**config.mk**
```make
export PLATFORM = sky130hd
export DESIGN_NAME = asp_top
export DESIGN_NICKNAME = d
export VERILOG_FILES = /design/src/inc/asp_pkg.sv /design/src/rtl/asp_fifo.sv /design/src/rtl/asp_baud.sv /design/src/rtl/asp_top.sv
export SDC_FILE = /design/constraint.sdc
export NUM_CORES = 1
export LEC_CHECK = 0
export BUFFER_PORTS_ARGS = -buffer_cell sky130_fd_sc_hd__buf_2
export CAP_MARGIN = 20
export CORE_ASPECT_RATIO = 1.5
export CORE_MARGIN = 5
export CORE_UTILIZATION = 56
export DETAILED_ROUTE_END_ITERATION = 10
export GPL_TIMING_DRIVEN = 0
export HOLD_SLACK_MARGIN = 0.02
export PLACE_DENSITY_LB_ADDON = 0.12
export SLEW_MARGIN = 0
export SYNTH_ARGS = -nofsm -noshare
export SYNTH_HDL_FRONTEND = slang
export SYNTH_SLANG_ARGS = --single-unit
```
**constraint.sdc**
```tcl
create_clock -name ref_clk_i -period 2.8 [get_ports ref_clk_i]
set_clock_uncertainty 0.05 [all_clocks]
set_input_delay 0.84 -clock ref_clk_i [delete_from_list [all_inputs] [get_ports ref_clk_i]]
set_output_delay 0.84 -clock ref_clk_i [all_outputs]
set_load 0.005 [all_outputs]
```
**src/inc/asp_pkg.sv**
```systemverilog
// constants for the second serial port with its receive fifo
//
// Contract
// - Transmit and receive paths run at the same time, independently.
// - A private baud generator: 16-bit timer plus selectable prescaler.
// - The receive fifo holds three bytes; a fourth byte is an overflow.
// - Six registers: baud control, reload high and low, format, control, data.
// - A write to the data location loads only the transmit holding register.
// - A read of the data location returns the oldest fifo byte, never tx data.
// - With interrupt enabled, tx done or rx available raises the request.
// - Flags stay set until software clears them; hardware never clears them.
// - Clearing rx available has no effect while the fifo still holds bytes.
// - Timer counts up from reload per prescaled tick; prescaler 1, 4, 12, 48.
// - With the baud generator disabled nothing is sent or received.
// - Frame: low start, 5-8 data bits lsb first, optional ninth bit, high stops.
// - Even, odd, mark, space parity; no extra bit with parity; long stop 6-8 bits.
package asp_pkg;
  // register offsets
  localparam logic [2:0] ADDR_CTRL = 3'h0; // serial_control_reg
  localparam logic [2:0] ADDR_FMT  = 3'h1; // serial_format_reg
  localparam logic [2:0] ADDR_BCON = 3'h2; // baud_gen_control
  localparam logic [2:0] ADDR_RLDH = 3'h3; // baud_reload_high
  localparam logic [2:0] ADDR_RLDL = 3'h4; // baud_reload_low
  localparam logic [2:0] ADDR_DATA = 3'h5; // serial_data_port
  // control register bits
  localparam int C_TXDONE = 0;
  localparam int C_RXAV   = 1;
  localparam int C_OVF    = 2;
  localparam int C_REN    = 3;
  localparam int C_BUSY   = 4;
  localparam int C_IEN    = 5;
  localparam int C_RXX    = 6;
  localparam int C_PERR   = 7;
  // format register fields
  localparam int F_LEN    = 0; // two bits, 0 = 5 bits .. 3 = 8 bits
  localparam int F_PE     = 2;
  localparam int F_PTYP   = 3; // two bits
  localparam int F_XBE    = 5;
  localparam int F_LSTOP  = 6;
  localparam int F_TXX    = 7;
  // baud control fields
  localparam int B_PS     = 0; // two bits
  localparam int B_EN     = 6;
  // parity types
  localparam logic [1:0] PAR_ODD   = 2'h0;
  localparam logic [1:0] PAR_EVEN  = 2'h1;
  localparam logic [1:0] PAR_MARK  = 2'h2;
  localparam logic [1:0] PAR_SPACE = 2'h3;
  // prescale divisors by select code
  localparam logic [5:0] PS_DIV0 = 6'h0C;
  localparam logic [5:0] PS_DIV1 = 6'h04;
  localparam logic [5:0] PS_DIV2 = 6'h30;
  localparam logic [5:0] PS_DIV3 = 6'h01;
  // reset values
  localparam logic [7:0]  RST_FMT    = 8'h03;
  localparam logic [7:0]  RST_BCON   = 8'h00;
  localparam logic [15:0] RST_RELOAD = 16'h0000;
  localparam int          RX_DEPTH   = 3;
  localparam logic [15:0] TMR_MAX    = 16'hFFFF;
  localparam logic [3:0]  MIN_LEN    = 4'h5;
endpackage

```
**src/rtl/asp_fifo.sv**
```systemverilog
// small receive fifo with valid/ready on both sides and a registered head
`timescale 1ns/1ps
module asp_fifo
  import asp_pkg::*;
#(
  parameter int W     = 8,
  parameter int DEPTH = RX_DEPTH
) (
  input  wire logic         clk_i,       // core clock
  input  wire logic         rst_n_i,     // sync reset, low
  input  wire logic         in_valid_i,  // write request
  output logic              in_ready_o,  // room left
  input  wire logic [W-1:0] in_data_i,   // write data
  output logic              out_valid_o, // head present
  input  wire logic         out_ready_i, // pop
  output logic [W-1:0]      out_data_o   // registered head
);
  localparam int PW = (DEPTH > 1) ? $clog2(DEPTH) : 1;
  localparam int CW = $clog2(DEPTH + 1);
  localparam logic [PW-1:0] LAST = PW'(DEPTH - 1);
  localparam logic [CW-1:0] FULL = CW'(DEPTH);
  logic [W-1:0]  mem [DEPTH];
  logic [PW-1:0] wp;
  logic [PW-1:0] rp;
  logic [PW-1:0] next_rp;
  logic [CW-1:0] cnt;
  logic          push;
  logic          pop;
  assign push        = in_valid_i && (cnt != FULL);
  assign pop         = out_ready_i && (cnt != '0);
  assign in_ready_o  = (cnt != FULL);
  assign out_valid_o = (cnt != '0);
  assign next_rp     = (rp == LAST) ? '0 : rp + 1'b1;
  // storage written per entry
  for (genvar i = 0; i < DEPTH; i++) begin : g_ent
    always_ff @(posedge clk_i) begin
      if (push && wp == PW'(i)) begin
        mem[i] <= in_data_i;
      end
    end
  end
  // pointers and fill count
  always_ff @(posedge clk_i) begin
    if (!rst_n_i) begin
      wp  <= '0;
      rp  <= '0;
      cnt <= '0;
    end else begin
      if (push) wp <= (wp == LAST) ? '0 : wp + 1'b1;
      if (pop) rp <= next_rp;
      cnt <= cnt + CW'(push) - CW'(pop);
    end
  end
  // head kept in a register so reads come from a flop
  always_ff @(posedge clk_i) begin
    if (!rst_n_i) begin
      out_data_o <= '0;
    end else if (push && (cnt == '0 || (pop && cnt == CW'(1)))) begin
      out_data_o <= in_data_i;
    end else if (pop) begin
      out_data_o <= mem[next_rp];
    end
  end
endmodule

```
**src/rtl/asp_baud.sv**
```systemverilog
// baud generator: prescaler and 16-bit reload timer, overflow gives a half-bit tick
`timescale 1ns/1ps
module asp_baud
  import asp_pkg::*;
(
  input  wire logic        clk_i,    // core clock
  input  wire logic        rst_n_i,  // sync reset, low
  input  wire logic        en_i,     // generator enable
  input  wire logic [1:0]  ps_sel_i, // prescale select
  input  wire logic [15:0] reload_i, // timer reload
  output logic             tick_o    // one pulse per overflow
);
  logic [5:0]  psc;
  logic [5:0]  div;
  logic [15:0] tmr;
  logic        ps_tick;
  always_comb begin
    case (ps_sel_i)
      2'h0:    div = PS_DIV0;
      2'h1:    div = PS_DIV1;
      2'h2:    div = PS_DIV2;
      default: div = PS_DIV3;
    endcase
  end
  assign ps_tick = en_i && (psc == div - 6'h01);
  // prescaler counter, held cleared while disabled
  always_ff @(posedge clk_i) begin
    if (!rst_n_i || !en_i) begin
      psc <= '0;
    end else begin
      psc <= ps_tick ? 6'h00 : psc + 6'h01;
    end
  end
  // timer counts up from reload and reloads on overflow
  always_ff @(posedge clk_i) begin
    if (!rst_n_i) begin
      tmr    <= RST_RELOAD;
      tick_o <= 1'b0;
    end else if (!en_i) begin
      tmr    <= reload_i;
      tick_o <= 1'b0;
    end else begin
      tick_o <= ps_tick && (tmr == TMR_MAX);
      if (ps_tick) tmr <= (tmr == TMR_MAX) ? reload_i : tmr + 16'h0001;
    end
  end
endmodule

```
**src/rtl/asp_top.sv**
```systemverilog
// serial port top: register port, transmitter, receiver and receive fifo
//
// The register offsets and the strobed register port are this design's own decisions.
`timescale 1ns/1ps
module asp_top
  import asp_pkg::*;
(
  input  wire logic       ref_clk_i, // core clock, 20 MHz
  input  wire logic       rst_n_i,   // sync reset, low
  input  wire logic [2:0] addr_i,    // register address
  input  wire logic [7:0] wdata_i,   // write data
  input  wire logic       wr_i,      // write strobe
  input  wire logic       rd_i,      // read strobe
  output logic      [7:0] rdata_o,   // read data, cycle after rd_i
  input  wire logic       rx_i,      // serial input pin
  output logic            tx_o,      // serial output pin
  output logic            irq_o      // interrupt request
);
  typedef enum logic [1:0] {RX_IDLE, RX_START, RX_BITS, RX_STOP} asp_rx_t;

  ////////////////////////////////////////////////////////////////////////////
  // registers and decode
  logic [7:0]  fmt;
  logic [7:0]  bcon;
  logic [15:0] reload;
  logic        ren;
  logic        ien;
  logic        tx_done;
  logic        rx_avail;
  logic        ovf;
  logic        perr;
  logic        rx_x;
  logic [7:0]  thr;
  logic        thr_full;
  logic        tick;
  logic        wr_ctrl;
  logic        wr_data;
  logic        rd_data;
  logic        fifo_valid;
  logic        fifo_ready;
  logic [7:0]  fifo_dout;
  logic        rx_push;
  logic [7:0]  rx_sh;
  logic        tx_busy;
  logic        tx_end;
  logic        rx_end;
  logic [3:0]  dlen;
  logic        has_x;
  logic        two_stop;
  logic [7:0]  ctrl_rd;

  assign wr_ctrl  = wr_i && addr_i == ADDR_CTRL;
  assign wr_data  = wr_i && addr_i == ADDR_DATA;
  assign rd_data  = rd_i && addr_i == ADDR_DATA;
  assign dlen     = MIN_LEN + {2'h0, fmt[F_LEN+:2]};
  // the ninth bit is parity or extra, extra ignored while parity is on
  assign has_x    = fmt[F_PE] || fmt[F_XBE];
  // long stop only offered for 6 to 8 data bits
  assign two_stop = fmt[F_LSTOP] && (fmt[F_LEN+:2] != 2'h0);

  // parity over the active data bits
  function automatic logic par_bit(input logic [7:0] d, input logic [1:0] len,
                                   input logic [1:0] typ);
    logic x;
    x = ^(d & (8'hFF >> (2'h3 - len)));
    case (typ)
      PAR_ODD:  par_bit = ~x;
      PAR_EVEN: par_bit = x;
      PAR_MARK: par_bit = 1'b1;
      default:  par_bit = 1'b0;
    endcase
  endfunction

  // configuration registers
  always_ff @(posedge ref_clk_i) begin
    if (!rst_n_i) begin
      fmt    <= RST_FMT;
      bcon   <= RST_BCON;
      reload <= RST_RELOAD;
      ren    <= 1'b0;
      ien    <= 1'b0;
    end else if (wr_i) begin
      if (addr_i == ADDR_FMT) begin
        fmt <= wdata_i;
      end else if (addr_i == ADDR_BCON) begin
        bcon <= wdata_i;
      end else if (addr_i == ADDR_RLDH) begin
        reload[15:8] <= wdata_i;
      end else if (addr_i == ADDR_RLDL) begin
        reload[7:0] <= wdata_i;
      end else if (addr_i == ADDR_CTRL) begin
        ren <= wdata_i[C_REN];
        ien <= wdata_i[C_IEN];
      end
    end
  end

  // status flags: writing 0 clears, hardware set wins over a same-cycle clear
  always_ff @(posedge ref_clk_i) begin
    if (!rst_n_i) begin
      tx_done  <= 1'b0;
      rx_avail <= 1'b0;
      ovf      <= 1'b0;
      perr     <= 1'b0;
    end else begin
      if (tx_end) tx_done <= 1'b1;
      else if (wr_ctrl && !wdata_i[C_TXDONE]) tx_done <= 1'b0;
      if (rx_push && fifo_ready) rx_avail <= 1'b1;
      // clear refused while bytes wait in the fifo
      else if (wr_ctrl && !wdata_i[C_RXAV] && !fifo_valid) rx_avail <= 1'b0;
      if (rx_push && !fifo_ready) ovf <= 1'b1;
      else if (wr_ctrl && !wdata_i[C_OVF]) ovf <= 1'b0;
      if (rx_end && fmt[F_PE] &&
          rx_x != par_bit(rx_sh, fmt[F_LEN+:2], fmt[F_PTYP+:2])) perr <= 1'b1;
      else if (wr_ctrl && !wdata_i[C_PERR]) perr <= 1'b0;
    end
  end

  assign ctrl_rd = {perr, rx_x, ien, tx_busy, ren, ovf, rx_avail, tx_done};

  // read port: data one cycle after the strobe; unmapped reads give zero
  always_ff @(posedge ref_clk_i) begin
    if (!rst_n_i) begin
      rdata_o <= 8'h00;
    end else if (rd_i) begin
      if (addr_i == ADDR_CTRL) begin
        rdata_o <= ctrl_rd;
      end else if (addr_i == ADDR_FMT) begin
        rdata_o <= fmt;
      end else if (addr_i == ADDR_BCON) begin
        rdata_o <= bcon;
      end else if (addr_i == ADDR_RLDH) begin
        rdata_o <= reload[15:8];
      end else if (addr_i == ADDR_RLDL) begin
        rdata_o <= reload[7:0];
      end else if (addr_i == ADDR_DATA) begin
        rdata_o <= fifo_dout;
      end else begin
        rdata_o <= 8'h00;
      end
    end
  end

  // interrupt request from the two flags
  always_ff @(posedge ref_clk_i) begin
    if (!rst_n_i) irq_o <= 1'b0;
    else irq_o <= ien && (tx_done || rx_avail);
  end

  asp_baud u_baud (
    .clk_i    (ref_clk_i),
    .rst_n_i  (rst_n_i),
    .en_i     (bcon[B_EN]),
    .ps_sel_i (bcon[B_PS+:2]),
    .reload_i (reload),
    .tick_o   (tick)
  );

  ////////////////////////////////////////////////////////////////////////////
  // transmitter: frame shifted lsb first, two half-bit ticks per bit
  logic [11:0] tx_fr;
  logic [11:0] next_fr;
  logic [3:0]  next_cnt;
  logic [3:0]  tx_left;
  logic        tx_ph;

  assign tx_busy = (tx_left != 4'h0);
  assign tx_end  = tick && tx_busy && tx_ph && tx_left == 4'h1;

  // build start, data, ninth bit and stop bits; unused tail stays high
  always_comb begin
    next_fr    = 12'hFFF;
    next_fr[0] = 1'b0;
    for (int i = 0; i < 8; i++) begin
      if (4'(i) < dlen) next_fr[i+1] = thr[i];
    end
    if (has_x) begin
      next_fr[dlen+4'h1] = fmt[F_PE] ? par_bit(thr, fmt[F_LEN+:2], fmt[F_PTYP+:2])
                                     : fmt[F_TXX];
    end
    next_cnt = 4'h2 + dlen + 4'(has_x) + 4'(two_stop);
  end

  // holding register: loaded by writes only, emptied when a frame starts
  always_ff @(posedge ref_clk_i) begin
    if (!rst_n_i) begin
      thr      <= 8'h00;
      thr_full <= 1'b0;
    end else if (wr_data) begin
      thr      <= wdata_i;
      thr_full <= 1'b1;
    end else if (tick && !tx_busy) begin
      thr_full <= 1'b0;
    end
  end

  // shifter runs on its own, untouched by the receiver
  always_ff @(posedge ref_clk_i) begin
    if (!rst_n_i) begin
      tx_fr   <= 12'hFFF;
      tx_left <= 4'h0;
      tx_ph   <= 1'b0;
      tx_o    <= 1'b1;
    end else if (tick) begin
      if (!tx_busy) begin
        if (thr_full) begin
          tx_fr   <= next_fr;
          tx_left <= next_cnt;
          tx_ph   <= 1'b0;
          tx_o    <= 1'b0;
        end
      end else begin
        tx_ph <= ~tx_ph;
        if (tx_ph) begin
          tx_left <= tx_left - 4'h1;
          tx_fr   <= {1'b1, tx_fr[11:1]};
          tx_o    <= (tx_left == 4'h1) ? 1'b1 : tx_fr[1];
        end
      end
    end
  end

  ////////////////////////////////////////////////////////////////////////////
  // receiver: pin synchronised, start checked at the next half-bit tick, then per bit
  logic    rx_s1;
  logic    rx_s2;
  logic    rx_s3;
  logic    rx_line;
  logic    rx_ph;
  logic [3:0] rx_cnt;
  asp_rx_t rx_st;

  // three stages; the line moves only when the last two agree
  always_ff @(posedge ref_clk_i) begin
    if (!rst_n_i) begin
      rx_s1   <= 1'b1;
      rx_s2   <= 1'b1;
      rx_s3   <= 1'b1;
      rx_line <= 1'b1;
    end else begin
      rx_s1 <= rx_i;
      rx_s2 <= rx_s1;
      rx_s3 <= rx_s2;
      if (rx_s2 == rx_s3) rx_line <= rx_s3;
    end
  end

  assign rx_end  = tick && rx_st == RX_STOP && rx_ph;
  // the start edge is only caught to half-bit resolution of the shared timer,
  // so sample points wander over roughly the first half of each bit
  assign rx_push = rx_end;

  always_ff @(posedge ref_clk_i) begin
    if (!rst_n_i || !ren) begin
      rx_st  <= RX_IDLE;
      rx_ph  <= 1'b0;
      rx_cnt <= 4'h0;
      rx_sh  <= 8'h00;
      rx_x   <= 1'b0;
    end else begin
      case (rx_st)
        RX_IDLE: begin
          if (!rx_line && bcon[B_EN]) rx_st <= RX_START;
        end
        RX_START: begin
          if (tick) begin
            rx_st  <= rx_line ? RX_IDLE : RX_BITS;
            rx_ph  <= 1'b0;
            rx_cnt <= 4'h0;
            rx_sh  <= 8'h00;
          end
        end
        RX_BITS: begin
          if (tick) begin
            rx_ph <= ~rx_ph;
            if (rx_ph) begin
              if (rx_cnt < dlen) rx_sh[rx_cnt[2:0]] <= rx_line;
              else rx_x <= rx_line;
              rx_cnt <= rx_cnt + 4'h1;
              if (rx_cnt + 4'h1 == dlen + 4'(has_x)) rx_st <= RX_STOP;
            end
          end
        end
        default: begin
          if (tick) begin
            rx_ph <= ~rx_ph;
            if (rx_ph) rx_st <= RX_IDLE;
          end
        end
      endcase
    end
  end

  // a full fifo refuses the push, the new byte is lost and stored ones kept
  asp_fifo #(
    .W     (8),
    .DEPTH (RX_DEPTH)
  ) u_fifo (
    .clk_i       (ref_clk_i),
    .rst_n_i     (rst_n_i),
    .in_valid_i  (rx_push),
    .in_ready_o  (fifo_ready),
    .in_data_i   (rx_sh),
    .out_valid_o (fifo_valid),
    .out_ready_i (rd_data),
    .out_data_o  (fifo_dout)
  );
endmodule

```
==> reports/results.tsv <==
metric	value	unit
status	complete, no violations	
clk sinks	154	
reg2reg start	u_baud.psc[2]	
initial antenna violation count	0	
EDFF count, synth	24	
final setup TNS	0	ps
final hold vios	0	
Initial Utilization	57.05	%
grt total ovfl	0	
Cell Pwr Density	557.7	nW/um2
vias post-DR	6968	
period utilization	95.21	%
Max VDD drop	339.8	uV
routed len/inst	18.67	um
Worst-Skew Late Latency	420	ps
CTS tree	built	
Core ar.	13470	um2
Ys Warns	0	
Mapped Nets	959	
post-synthesis cell count	921	
GPL Wtd Cong	1.000	
clk buf depth	2	
Hold Slack	373.2	ps
endpoints failing setup	0	
clock slew at reported path FFs	70	ps
Inserted Diodes	0	
critical path arrival	2900	ps
die width	105.6	um
FILL cells	1183	
Seq/Total Area, Yosys	43.25	%
leakage power	0.003077	uW
DRC viols	0	
Setup Crit Path Kind	reg -> reg	
Final ANT Viol Nets	0	
Global Route Usage Sum	26.43	%
htree depth	4	
routed wire length	21.45	mm
fmax	375.1	MHz
count of cell types in the netlist	62	
largest cells by area after synthesis	dfxtp_1 (34%), edfxtp_1 (9.4%), nand2_1 (8.4%), a21oi_1 (5.6%), nor2_1 (3.4%)	
TritonRoute pass-1 iters	6	
HP Start	rx_s1	
iteration-0 DRC count of the detailed router	404	
TritonCTS buffer count	17	
Vias/cell	6.064	
Main synth FF type	dfxtp_1	
cell taking the most area after synthesis	dfxtp_1	
first-pass GRT wire length	34.28	mm
DPL Wire Length	15.26	mm
layout cells sized above 1	10.33	%
die area	16210	um2
Slew HR	40.17	%
synthesis-stage register bit count	154	
Die Span Y	153.5	um
Worst Hold Class	reg -> reg	
Worst Setup SP	u_baud.psc[2]	
Slew @ Worst Pin	890.7	ps
Port Buf Inserts	21	
fin crit period	2666	ps
crit end category	flip-flop	
max-slew violation count	0	
max cap viols	0	
largest net degree at the start of global routing	17	
Critical Path Source Type	flip-flop	
I/O pins	26	
RSZ-0062 raised after global routing	no	
area grow syn2layout	14.85	%
Synth top area share	33.87	%
Post-synth ARST share	0	%
Mapped Area	7684	um2
Rows	52	
CP Max Fanout	10	
worst path required time	3030	ps
syn avg cell area	8.343	um2
vias in the first global route	6665	
Total Nets Final	1012	
CTS root buf	clkbuf_16	
==> report_power, final <==
part           switching, uW  total, uW  internal, uW
logic                    174        264          89.5
clock network            982       2370          1390
registers               24.4       2290          2260
total                   1180       4920          3740
==> cells by family after synthesis <==
group | after synthesis | share of synthesized area, %
multiplexers | 26 | 3.436
XOR/XNOR | 26 | 3.143
AO/OA/AOI/OAI | 235 | 19.57
AND/OR/NAND/NOR | 376 | 22.77
buffers and inverters | 82 | 4.055
adder cells (fa/ha/maj) | 22 | 3.778
flip-flops | 154 | 43.25
==> layout by cell type (no fill, tap or decap), types with 6 or more instances in the layout <==
cell	n
mux2i_1	23
nand2_1	171
buf_4	11
a21oi_1	86
ha_1	18
nand4_1	12
a22o_1	6
buf_2	26
clkbuf_16	18
nand3_1	19
inv_1	21
o31ai_1	7
clkbuf_1	46
o21ai_0	43
a21boi_0	9
a311oi_1	10
or3_1	12
nand2b_1	15
a31oi_1	8
dfxtp_1	128
nor2_1	70
xnor2_1	13
edfxtp_1	24
a22oi_1	10
xor2_1	12
nor2b_1	17
and3_1	13
o211ai_1	14
nor3_1	14
==> per-layer routing <==
metal	GRT usage (%)	vias to the layer above	wire, um
li1	-	3375	-
met1	31.63	3280	8502
met2	46.29	245	10860
met3	4.008	68	1177
met4	12.16	0	911
met5	0	-	0
==> sequential cells by signal, indices dropped and copies added, names as in the netlist, 2 cells and up <==
register,count
u_fifo.cnt,2
rdata_o,8
tx_left,4
rx_st,2
rx_sh,8
bcon,8
u_baud.psc,6
tx_fr,11
reload,16
u_baud.tmr,16
u_fifo.out_data_o,8
u_fifo.rp,2
rx_cnt,4
u_fifo.mem,24
u_fifo.wp,2
fmt,8
thr,8
==> cells in the mapped netlist, drive strengths merged (14+ instances only) <==
| cell type | n |
|---|---|
| o211ai | 14 |
| mux2i | 23 |
| nor3 | 14 |
| edfxtp | 24 |
| nand2b | 15 |
| clkbuf | 50 |
| dfxtp | 130 |
| inv | 24 |
| nor2b | 17 |
| nand3 | 19 |
| ha | 20 |
| a21oi | 86 |
| nand2 | 172 |
| nor2 | 70 |
| o21ai | 43 |
==> worst max-delay path: stages (launching register included) <==
cell and delay, ps:
dfxtp_1 410, nand3_1 160, o311a_1 320, or4_1 540
buf_2 220, and2_4 180, clkbuf_1 280, a211oi_2 300
nor3_1 70
==> metrics by stage <==
step / cell area (um2) / total power [uW] / worst slack [ps] / std cells / util [%]
4_1_cts: 8655 / 4924 / 3.839 / 1138 / 64.26
6_report: 8825 / 4921 / 134.1 / 1149 / 65.52
2_1_floorplan: 7692 / 2488 / -7.664 / 921 / -
5_1_grt: 8825 / 5071 / 19.63 / 1149 / 65.52
3_3_place_gp: 8000 / 2580 / -427.8 / 1104 / 59.40
3_5_place_dp: 8010 / 2582 / -496.9 / 1106 / 59.48
==> worst paths after layout <==
kind | slack [ps] | to | depth (start not counted)
worst max-delay path | 130 | u_baud.tmr[11] | 8
worst min-delay path | 370 | rx_s2 | 1
worst max register to register | 130 | u_baud.tmr[11] | 8
worst min register to register | 370 | rx_s2 | 1
==> final cells by class <==
cell class	instances	area [um2]	share of cell area, %
Tap cell	162	202.7	2.297
Clock inverter	13	153.9	1.744
Sequential cell	154	3331	37.74
Clock buffer	19	454.2	5.147
Multi-Input combinational cell	686	4156	47.10
Timing Repair Buffer	35	205.2	2.325
Buffer	54	212.7	2.410
Inverter	26	108.9	1.234
==> timing repair <==
action	4_1_cts	5_1_grt
cloned	0	1
hold buffers	0	0
setup buffers	1	10
resized for setup	9	17
pin swaps	1	5
endpoints found under the setup margin	8	28
Power figures use the tool's default switching activity.
